<file path="config.mk">
export PLATFORM = sky130hd
export DESIGN_NAME = epc_ctrl
export DESIGN_NICKNAME = d
export VERILOG_FILES = /design/src/core/epc_pkg.sv /design/src/core/epc_ctrl.sv
export SDC_FILE = /design/constraint.sdc
export NUM_CORES = 2
export LEC_CHECK = 0
export BUFFER_PORTS_ARGS = -buffer_cell sky130_fd_sc_hd__buf_2
export CAP_MARGIN = 20
export CORE_ASPECT_RATIO = 0.6
export CORE_UTILIZATION = 65
export DETAILED_ROUTE_END_ITERATION = 6
export PLACE_DENSITY = 0.86
export SLEW_MARGIN = 20
export SYNTH_ARGS = -nofsm -noshare
export SYNTH_HDL_FRONTEND = slang
export SYNTH_SLANG_ARGS = --single-unit
</file>
<file path="constraint.sdc">
create_clock -name clk_sys -period 13.01 [get_ports clk_sys]
set_input_delay 0.6505 -clock clk_sys [delete_from_list [all_inputs] [get_ports clk_sys]]
set_output_delay 0.6505 -clock clk_sys [all_outputs]
set_load 0.1 [all_outputs]
</file>
<file path="src/core/epc_pkg.sv">
package epc_pkg;
    // ****************************************
    // register map
    // ****************************************
    localparam logic [11:0] OFS_EN_SET = 12'h000;
    localparam logic [11:0] OFS_EN_CLR = 12'h004;
    localparam logic [11:0] OFS_PEND_SET = 12'h008;
    localparam logic [11:0] OFS_PEND_CLR = 12'h00C;
    localparam logic [11:0] OFS_CTRL = 12'h010;
    localparam logic [11:0] OFS_GROUP = 12'h014;
    localparam logic [11:0] OFS_SHEN = 12'h018;
    localparam logic [11:0] OFS_IRQ_PRIO = 12'h020;
    localparam logic [11:0] OFS_SYS_PRIO = 12'h040;
    // ****************************************
    // field positions
    // ****************************************
    localparam int CTL_NMI_SET = 31;
    localparam int CTL_SVS_SET = 28;
    localparam int CTL_SVS_CLR = 27;
    localparam int CTL_TICK_SET = 26;
    localparam int CTL_TICK_CLR = 25;
    localparam int CTL_PENDV_LSB = 12;
    localparam int SHEN_MEM = 0;
    localparam int SHEN_BUS = 1;
    localparam int SHEN_USAGE = 2;
    localparam int SHEN_DEBUG = 3;
    localparam int PRIO_LSB = 5;
    // ****************************************
    // table positions
    // ****************************************
    localparam int NUM_POS = 48;
    localparam int IRQ_BASE = 16;
    localparam int POS_RESET = 1;
    localparam int POS_NMI = 2;
    localparam int POS_HARD = 3;
    localparam int POS_MEM = 4;
    localparam int POS_BUS = 5;
    localparam int POS_USAGE = 6;
    localparam int POS_SVC = 11;
    localparam int POS_DEBUG = 12;
    localparam int POS_SVS = 14;
    localparam int POS_TICK = 15;
    localparam logic [31:0] IRQ_IMPL = 32'h31FF_C1FF;
    localparam logic [15:0] SYS_SETTABLE = 16'hD870;
    // ****************************************
    // ranks and reset values
    // ****************************************
    localparam logic [3:0] RANK_CFG0 = 4'h3;
    localparam logic [3:0] RANK_BASE = 4'hF;
    localparam logic [2:0] GROUP_MAX = 3'h3;
    localparam logic [47:0] ACTIVE_RST = 48'h0000_0000_0002;
    localparam logic [7:0] VEC_SP = 8'h00;
    localparam logic [7:0] VEC_RESET = 8'h04;

    typedef enum logic [1:0] {ST_SP = 2'h0, ST_PC = 2'h1, ST_RUN = 2'h3} epc_boot_t;

    typedef struct packed {
        epc_boot_t boot;
        logic [31:0] irqSync1;
        logic [31:0] irqSync2;
        logic [31:0] irqEn;
        logic [47:0] pend;
        logic [47:0] active;
        logic [31:0][2:0] irqPrio;
        logic [15:0][2:0] sysPrio;
        logic [2:0] group;
        logic [3:0] shEn;
        logic chained;
        logic excReq;
        logic [5:0] excNum;
        logic vecFetch;
        logic [7:0] vecAddr;
        logic stackPush;
        logic unstackReq;
        logic [31:0] prdata;
        logic pready;
        logic pslverr;
    } epc_state_t;
endpackage

</file>
<file path="src/core/epc_ctrl.sv">
`timescale 1ns/1ps
// Contract
// - eight levels for 7 system, 22 interrupts
// - level zero ranks after reset, NMI, hardfault
// - all priority fields reset to zero
// - equal level: lower position wins
// - preemption part alone decides preemption
// - position 0 gives initial stack pointer
// - reset most urgent, drops at first instruction
// - NMI fixed -2, raised only by software
// - unactivatable or disabled faults escalate to hardfault; an enabled imprecise bus fault pends instead
// - memory fault on protection unit mismatch
// - bus fault enableable, precise or imprecise
// - usage fault on undefined or illegal state
// - supervisor call on its instruction
// - debug monitor only enabled and higher
// - pendable service pended only by software
// - system tick pends when timer fires
// - peripheral interrupts from position 16 up
// - only documented interrupt bits exist
// - interrupt needs enable, levels from registers
// - vector fetch parallel with stacking
// - tail-chain without unstack and restack
module epc_ctrl
    import epc_pkg::*;
(
    input wire logic clk_sys,
    input wire logic rst_n,
    input wire logic [11:0] paddr,
    input wire logic psel,
    input wire logic penable,
    input wire logic pwrite,
    input wire logic [31:0] pwdata,
    output logic [31:0] prdata,
    output logic pready,
    output logic pslverr,
    input wire logic [31:0] irqIn,
    input wire logic memFault,
    input wire logic busFaultPrecise,
    input wire logic busFaultImprecise,
    input wire logic usageFault,
    input wire logic svcExec,
    input wire logic debugEvent,
    input wire logic tickFire,
    input wire logic excAck,
    input wire logic excDone,
    input wire logic firstInstr,
    output logic excReq,
    output logic [5:0] excNum,
    output logic vecFetch,
    output logic [7:0] vecAddr,
    output logic stackPush,
    output logic unstackReq
);
    // ****************************************
    // reset release
    // ****************************************
    logic rstMeta;
    logic rstSafeN;


    always_ff @(posedge clk_sys or negedge rst_n)
    begin
        if (!rst_n)
        begin
            rstMeta <= 1'b0;
            rstSafeN <= 1'b0;
        end
        else
        begin
            rstMeta <= 1'b1;
            rstSafeN <= rstMeta;
        end
    end

    epc_state_t cur;
    epc_state_t nx;

    // ****************************************
    // ranking helpers
    // ****************************************
    function automatic logic [3:0] rankOf(input int pos);
        logic [2:0] lvl;
        lvl = 3'h0;
        if (pos < POS_MEM)
            return 4'(pos - 1);
        if (pos < IRQ_BASE)
            lvl = cur.sysPrio[pos];
        else
            lvl = cur.irqPrio[pos - IRQ_BASE];
        return RANK_CFG0 + {1'b0, lvl};
    endfunction

    function automatic logic [3:0] groupOf(input logic [3:0] rank);
        logic [2:0] sub;
        sub = 3'h0;
        if (rank < RANK_CFG0 || rank == RANK_BASE)
            return rank;
        sub = 3'(rank - RANK_CFG0);
        return RANK_CFG0 + {1'b0, sub & (3'h7 << cur.group)};
    endfunction

    function automatic logic [47:0] raiseFault(input logic [47:0] p, input int pos,
        input logic en, input logic [3:0] level);
        if (en && groupOf(rankOf(pos)) < level)
            p[pos] = 1'b1;
        else
            p[POS_HARD] = 1'b1;
        return p;
    endfunction

    function automatic logic [3:0] preemptOf(input int pos);
        return groupOf(rankOf(pos));
    endfunction

    // ****************************************
    // register index helpers
    // ****************************************
    function automatic logic [4:0] irqIdx(input logic [2:0] word, input int k);
        return {word, 2'(k)};
    endfunction

    function automatic logic [3:0] sysIdx(input logic [1:0] word, input int k);
        return {2'(word + 2'h1), 2'(k)};
    endfunction

    function automatic int fieldLsb(input int k);
        return 8 * k + PRIO_LSB;
    endfunction

    // ****************************************
    // next state
    // ****************************************
    logic [47:0] pendEff;
    logic [3:0] bestRank;
    logic [5:0] bestPos;
    logic [3:0] act1;
    logic [3:0] act2;
    logic [5:0] actPos;
    logic [3:0] g;
    logic [31:0] rd;
    logic hit;
    logic acc;
    logic wr;
    logic chainNow;

    always_comb
    begin
        nx = cur;
        nx.irqSync1 = irqIn;
        nx.irqSync2 = cur.irqSync1;
        nx.vecFetch = 1'b0;
        nx.stackPush = 1'b0;
        nx.unstackReq = 1'b0;
        nx.pready = 1'b0;
        nx.pslverr = 1'b0;

        pendEff = cur.pend & ~cur.active & {cur.irqEn & IRQ_IMPL, 16'hFFFF};
        bestRank = RANK_BASE;
        bestPos = 6'h0;
        act1 = RANK_BASE;
        act2 = RANK_BASE;
        actPos = 6'h0;
        g = RANK_BASE;

        for (int i = 1; i < NUM_POS; i++)
        begin
            if (pendEff[i] && rankOf(i) < bestRank)
            begin
                bestRank = rankOf(i);
                bestPos = 6'(i);
            end
            if (cur.active[i])
            begin
                g = groupOf(rankOf(i));
                if (g < act1)
                begin
                    act2 = act1;
                    act1 = g;
                    actPos = 6'(i);
                end
                else if (g < act2)
                begin
                    act2 = g;
                end
            end
        end
        chainNow = bestRank != RANK_BASE && groupOf(bestRank) < act2;

        // ****************************************
        // boot sequence and core handshake
        // ****************************************
        case (cur.boot)
            ST_SP:
            begin
                nx.vecFetch = 1'b1;
                nx.vecAddr = VEC_SP;
                nx.boot = ST_PC;
            end
            ST_PC:
            begin
                nx.vecFetch = 1'b1;
                nx.vecAddr = VEC_RESET;
                nx.boot = ST_RUN;
            end
            ST_RUN:
            begin
                if (excAck && cur.excReq)
                begin
                    nx.pend[cur.excNum] = 1'b0;
                    nx.active[cur.excNum] = 1'b1;
                    nx.vecFetch = 1'b1;
                    nx.vecAddr = {cur.excNum, 2'h0};
                    nx.stackPush = !cur.chained;
                    nx.chained = 1'b0;
                end
                else if (excDone)
                begin
                    nx.active[actPos] = 1'b0;
                    nx.chained = chainNow;
                    nx.unstackReq = !chainNow;
                end
            end
            default:
            begin
                nx.boot = ST_SP;
            end
        endcase
        if (firstInstr)
            nx.active[POS_RESET] = 1'b0;
        nx.excReq = cur.boot == ST_RUN && !(excAck && cur.excReq) && !excDone
            && bestRank != RANK_BASE && groupOf(bestRank) < act1;
        nx.excNum = bestPos;

        // ****************************************
        // register bus
        // ****************************************
        acc = psel && penable && !cur.pready;
        wr = psel && penable && pwrite && cur.pready;
        rd = 32'h0;
        hit = 1'b1;
        if (paddr[11:5] == OFS_IRQ_PRIO[11:5])
        begin
            for (int k = 0; k < 4; k++)
            begin
                rd[fieldLsb(k) +: 3] = cur.irqPrio[irqIdx(paddr[4:2], k)];
                if (wr && IRQ_IMPL[irqIdx(paddr[4:2], k)])
                    nx.irqPrio[irqIdx(paddr[4:2], k)] = pwdata[fieldLsb(k) +: 3];
            end
        end
        else if (paddr[11:4] == OFS_SYS_PRIO[11:4] && paddr[3:2] != 2'h3)
        begin
            for (int k = 0; k < 4; k++)
            begin
                rd[fieldLsb(k) +: 3] = cur.sysPrio[sysIdx(paddr[3:2], k)];
                if (wr && SYS_SETTABLE[sysIdx(paddr[3:2], k)])
                    nx.sysPrio[sysIdx(paddr[3:2], k)] =
                        pwdata[fieldLsb(k) +: 3];
            end
        end
        else
        begin
            case (paddr)
                OFS_EN_SET, OFS_EN_CLR:
                begin
                    rd = cur.irqEn;
                    if (wr && paddr == OFS_EN_SET)
                        nx.irqEn = cur.irqEn | (pwdata & IRQ_IMPL);
                    else if (wr)
                        nx.irqEn = cur.irqEn & ~pwdata;
                end
                OFS_PEND_SET, OFS_PEND_CLR:
                begin
                    rd = cur.pend[47:16];
                    if (wr && paddr == OFS_PEND_SET)
                        nx.pend[47:16] = nx.pend[47:16] | (pwdata & IRQ_IMPL);
                    else if (wr)
                        nx.pend[47:16] = nx.pend[47:16] & ~pwdata;
                end
                OFS_CTRL:
                begin
                    rd[5:0] = actPos;
                    rd[CTL_PENDV_LSB +: 6] = bestPos;
                    rd[CTL_NMI_SET] = cur.pend[POS_NMI];
                    rd[CTL_SVS_SET] = cur.pend[POS_SVS];
                    rd[CTL_TICK_SET] = cur.pend[POS_TICK];
                    if (wr && pwdata[CTL_NMI_SET])
                        nx.pend[POS_NMI] = 1'b1;
                    if (wr && pwdata[CTL_SVS_SET])
                        nx.pend[POS_SVS] = 1'b1;
                    else if (wr && pwdata[CTL_SVS_CLR])
                        nx.pend[POS_SVS] = 1'b0;
                    if (wr && pwdata[CTL_TICK_SET])
                        nx.pend[POS_TICK] = 1'b1;
                    else if (wr && pwdata[CTL_TICK_CLR])
                        nx.pend[POS_TICK] = 1'b0;
                end
                OFS_GROUP:
                begin
                    rd[2:0] = cur.group;
                    if (wr)
                        nx.group = pwdata[2:0] > GROUP_MAX ? GROUP_MAX : pwdata[2:0];
                end
                OFS_SHEN:
                begin
                    rd[3:0] = cur.shEn;
                    if (wr)
                        nx.shEn = pwdata[3:0];
                end
                default:
                begin
                    hit = 1'b0;
                end
            endcase
        end
        if (acc)
        begin
            nx.pready = 1'b1;
            nx.prdata = rd;
            nx.pslverr = !hit;
        end

        // ****************************************
        // hardware events, set after any clear
        // ****************************************
        nx.pend[47:16] = nx.pend[47:16] | (cur.irqSync2 & IRQ_IMPL);
        if (memFault)
            nx.pend = raiseFault(nx.pend, POS_MEM, cur.shEn[SHEN_MEM], act1);
        if (busFaultPrecise)
            nx.pend = raiseFault(nx.pend, POS_BUS, cur.shEn[SHEN_BUS], act1);
        if (busFaultImprecise)
            nx.pend = raiseFault(nx.pend, POS_BUS, cur.shEn[SHEN_BUS], RANK_BASE);
        if (usageFault)
            nx.pend = raiseFault(nx.pend, POS_USAGE, cur.shEn[SHEN_USAGE], act1);
        if (svcExec)
            nx.pend = raiseFault(nx.pend, POS_SVC, 1'b1, act1);
        if (debugEvent && cur.shEn[SHEN_DEBUG] && preemptOf(POS_DEBUG) < act1)
            nx.pend[POS_DEBUG] = 1'b1;
        if (tickFire)
            nx.pend[POS_TICK] = 1'b1;
    end

    // ****************************************
    // state register
    // ****************************************
    always_ff @(posedge clk_sys or negedge rstSafeN)
    begin
        if (!rstSafeN)
        begin
            cur <= '0;
            cur.active <= ACTIVE_RST;
        end
        else
        begin
            cur <= nx;
        end
    end

    // ****************************************
    // outputs
    // ****************************************
    assign prdata = cur.prdata;
    assign pready = cur.pready;
    assign pslverr = cur.pslverr;
    assign excReq = cur.excReq;
    assign excNum = cur.excNum;
    assign vecFetch = cur.vecFetch;
    assign vecAddr = cur.vecAddr;
    assign stackPush = cur.stackPush;
    assign unstackReq = cur.unstackReq;
endmodule

</file>
==> results.tsv, run 1 <==
metric	value	unit
outcome	did not finish	
lastStage	clock tree synthesis (4_1_cts)	
error	[ERROR DPL-0033] detailed placement checks failed during check placement.	
root_buffer	clkbuf_16	
synthFlopType	dfrtp_1	
num_io_pins	143	
ys_ff_latch	376	
gp_congestion	1.21	
netlist.top_cell.by_area	dfrtp_1	
post_cts_buffers	328	
ys_seq_area_share	19.5	%
cts.sinks	376	
synth.top_cell.area_share	19.5	%
dp_hpwl	221000	um
die_y	213	um
synthDistinctLibCells	138	
syn-cell-area	48200	um2
synthArstFlopShare	100	%
chipWidth	353	um
pre_cts_ws	-51.73	ns
synthCells	6280	
fp-row-count	76	
hold_buffers	1	
clock_path_buffers	3	
cts_made_buffers	42	
io_buffers	130	
htreeDepth	2	
post_cts_resized	560	
synth_edf_count	0	
synth_warnings	0	
netlist_top_cells_area	dfrtp_1 (19%), ha_1 (15%), nand2_1 (6.2%), o21ai_0 (4.9%), mux2_2 (4.8%)	
syn_avg_cell_area	7.67	um2
initial_core_util	66.4	%
## Yosys cell counts (all sizes together) (139+ instances only)
cell	instances
a21oi	399
clkbuf	230
dfrtp	375
ha	567
inv	496
mux2	212
mux2i	139
nand2	797
nand3	157
nor2	441
o21a	196
o21ai	545
## through the flow
step	cell area (um2)	setup TNS (ns)	util (%)	hold WS, ns	std cells
after floorplan	49600	-3136.82	-	0.331	6281
after global placement	66000	-3093.92	90.9	0.331	9182
after detailed placement	66000	-3584.39	90.9	0.336	9182
## kinds of logic after synthesis
group | synth area share, %
mux | 8.48
simple gates | 19.5
other cells | 0.0156
buf+inv | 6.88
compound gates | 29.2
fa+ha+maj | 14.7
xor+xnor | 1.64
flops | 19.5
==> inputs of run 2 (changes only) <==
--- a/config.mk
+++ b/config.mk
@@ -7,10 +7,9 @@
 export LEC_CHECK = 0
 export BUFFER_PORTS_ARGS = -buffer_cell sky130_fd_sc_hd__buf_2
 export CAP_MARGIN = 20
-export CORE_ASPECT_RATIO = 0.6
-export CORE_UTILIZATION = 65
+export CORE_UTILIZATION = 40
 export DETAILED_ROUTE_END_ITERATION = 6
-export PLACE_DENSITY = 0.86
+export PLACE_DENSITY_LB_ADDON = 0.15
 export SLEW_MARGIN = 20
 export SYNTH_ARGS = -nofsm -noshare
 export SYNTH_HDL_FRONTEND = slang
==> results.tsv, run 2 <==
metric	value	unit
r2r_start	cur[72]	
die_area	122000	um2
grt_pass1_vias	56609	
slowest_delay	0.55	ns
clk_latency	0.62	ns
chipWidth	349	um
gp_congestion	1.00	
vias	58279	
drive_gt1_share	41.9	%
end_kind	register	
violations	DRC, setup timing	
outcome	finished, violations left	
slew_viol_final	0	
rsz0062_at_grt	yes	
grt_usage	34.4	%
postRouteAntennaNets	0	
setup_viol	74	
critPathSlowestCell	or4_4	
largest_register_ffs	324	
cts.sinks	376	
worst_pin_slew	1.18	ns
root_buffer	clkbuf_16	
cp_data_required_time	13.50	ns
initial_core_util	40.6	%
cts.clk_slew.worst_paths	0.06	ns
grt_first_pass_wirelength	326000	um
synthDistinctLibCells	138	
whs_endpoint	cur[386]	
final_cell_mix	buf_4 (2445), nand2_1 (756), ha_1 (501)	
regMostFlops	cur	
cts_tree	done	
synth_warnings	0	
viasPerCell	5.68	
die_y	349	um
cap_violations	0	
reg2regPathDepth	346	
ys_ff_latch	376	
area_growth	51.2	%
clock_path_buffers	3	
ys_seq_area_share	19.5	%
worstReg2RegEnd	unstackReq	
crit_type	reg2reg	
grt_antenna_before_repair	23	
worstPathArrival	60.04	ns
rrSetupSlack	-46.54	ns
critPathTopFamily	compound AO/OA/AOI/OAI gates	
hold_depth	1	
cts_made_buffers	46	
hold_viol_final	0	
whs	0.139	ns
synth_most_common_cell	nand2_1	
fin_skew	0.0181	ns
slew_headroom	20.7	%
synth_edf_count	0	
nets	9263	
synth.top_cell.area_share	19.5	%
fillers	10652	
drc_errors	1	
htreeDepth	2	
final_common_cell	buf_4	
fp-row-count	126	
io_buffers	130	
hold_class	in2reg	
firstDrtPassIters	7	
ys_top_cells_by_count	nand2_1 (793), ha_1 (567), inv_1 (487)	
netlist.top_cell.by_area	dfrtp_1	
syn_avg_cell_area	7.67	um2
synthCells	6280	
dp_hpwl	174000	um
crit_top_cell	buf_4	
crit_buf_inv	53	
drt_iter0_markers	5319	
period_share	458	%
wl_per_cell	21.1	um
setup_slack	-46.54	ns
routed_wl	217000	um
min_period	59.55	ns
design.core.area	119000	um2
num_io_pins	143	
grt_max_degree	174	
globalRoute.totalOverflow	0	
path_max_fanout	5	
pre_cts_ws	-48.01	ns
min_from	irqIn[22]	
cp-start-kind	register	
synthFlopType	dfrtp_1	
timing.fmax	16.8	MHz
synthArstFlopShare	100	%
netlist_top_cells_area	dfrtp_1 (19%), ha_1 (15%), nand2_1 (6.2%), o21ai_0 (4.9%), mux2_2 (4.8%)	
syn-cell-area	48200	um2
==> run 2: cell counts after synthesis <==
No cell type changed its count.
==> run 2: timing repair <==
item                                    CTS  global route
resized for setup                       186           236
endpoints found under the setup margin   74            74
hold buffers                              1             0
buffers inserted                        143            76
pin swaps                               130            55
hold endpoints to repair                  2             0
==> run 2: cell families after synthesis <==
kind of cell               synth area share (%)
AOI/OAI and AO/OA                          29.2
xor gates and xnor gates                   1.64
adders and majority gates                  14.7
buffers and inverters                      6.88
DFF                                        19.5
muxes                                      8.48
other                                    0.0156
and+or+nand+nor                            19.5
==> run 2: final cells by class <==
type | instances | area (um2) | area share [%]
Tap cell | 1600 | 2000 | 2.75
Inverter | 497 | 1870 | 2.57
Sequential cell | 376 | 9410 | 12.9
Clock buffer | 56 | 1270 | 1.74
Timing Repair Buffer | 2600 | 19400 | 26.6
Multi-Input combinational cell | 5084 | 38500 | 52.9
Clock inverter | 30 | 359 | 0.493
Antenna cell | 11 | 27.5 | 0.0378
==> run 2: stage by stage <==
step / cells / utilization [%] / TNS (ns) / cell area, um2
6_report: 10254 / 61.3 / -3145.08 / 72800
5_1_grt: 10248 / 61.3 / -3364.92 / 72800
4_1_cts: 10167 / 60.0 / -3097.13 / 71200
3_5_place_dp: 9937 / 57.1 / -3214.85 / 67800
3_3_place_gp: 9937 / 57.1 / -3136.53 / 67800
2_1_floorplan: 6281 / - / -3136.82 / 49600
==> run 2: worst max path at each step <==
stage	startpoint	to	slack, ns	cells past startpoint
finish	cur[72]	unstackReq	-46.54	346
global route	cur[72]	unstackReq	-50.20	346
CTS	cur[72]	unstackReq	-45.73	340
global placement	cur[73]	unstackReq	-45.63	340
detailed placement	cur[73]	unstackReq	-48.01	341
floorplan	cur[72]	unstackReq	-45.57	329
==> run 2: worst register-to-register path, delay by kind of cell, from the launching register on <==
family / cells / cell delay (ns)
compound gates: 155 / 24.92
xor+xnor: 1 / 0.13
fa+ha+maj: 45 / 10.88
buf+inv: 53 / 5.52
flops: 1 / 0.38
mux: 14 / 4.13
simple gates: 78 / 13.45
==> run 2: layer usage <==
metal  GRT usage [%]  share of wire (%)  wire (um)
met5               0              0.028         60
met4            11.5                3.8       8310
met3            5.81                9.1      19800
met2            53.4                 43      92700
met1            47.8                 44      95700
Power of run 2 is left out: the tool's default activity adds up to more than one toggle a clock period on the data nets, which glitch-free logic cannot reach.
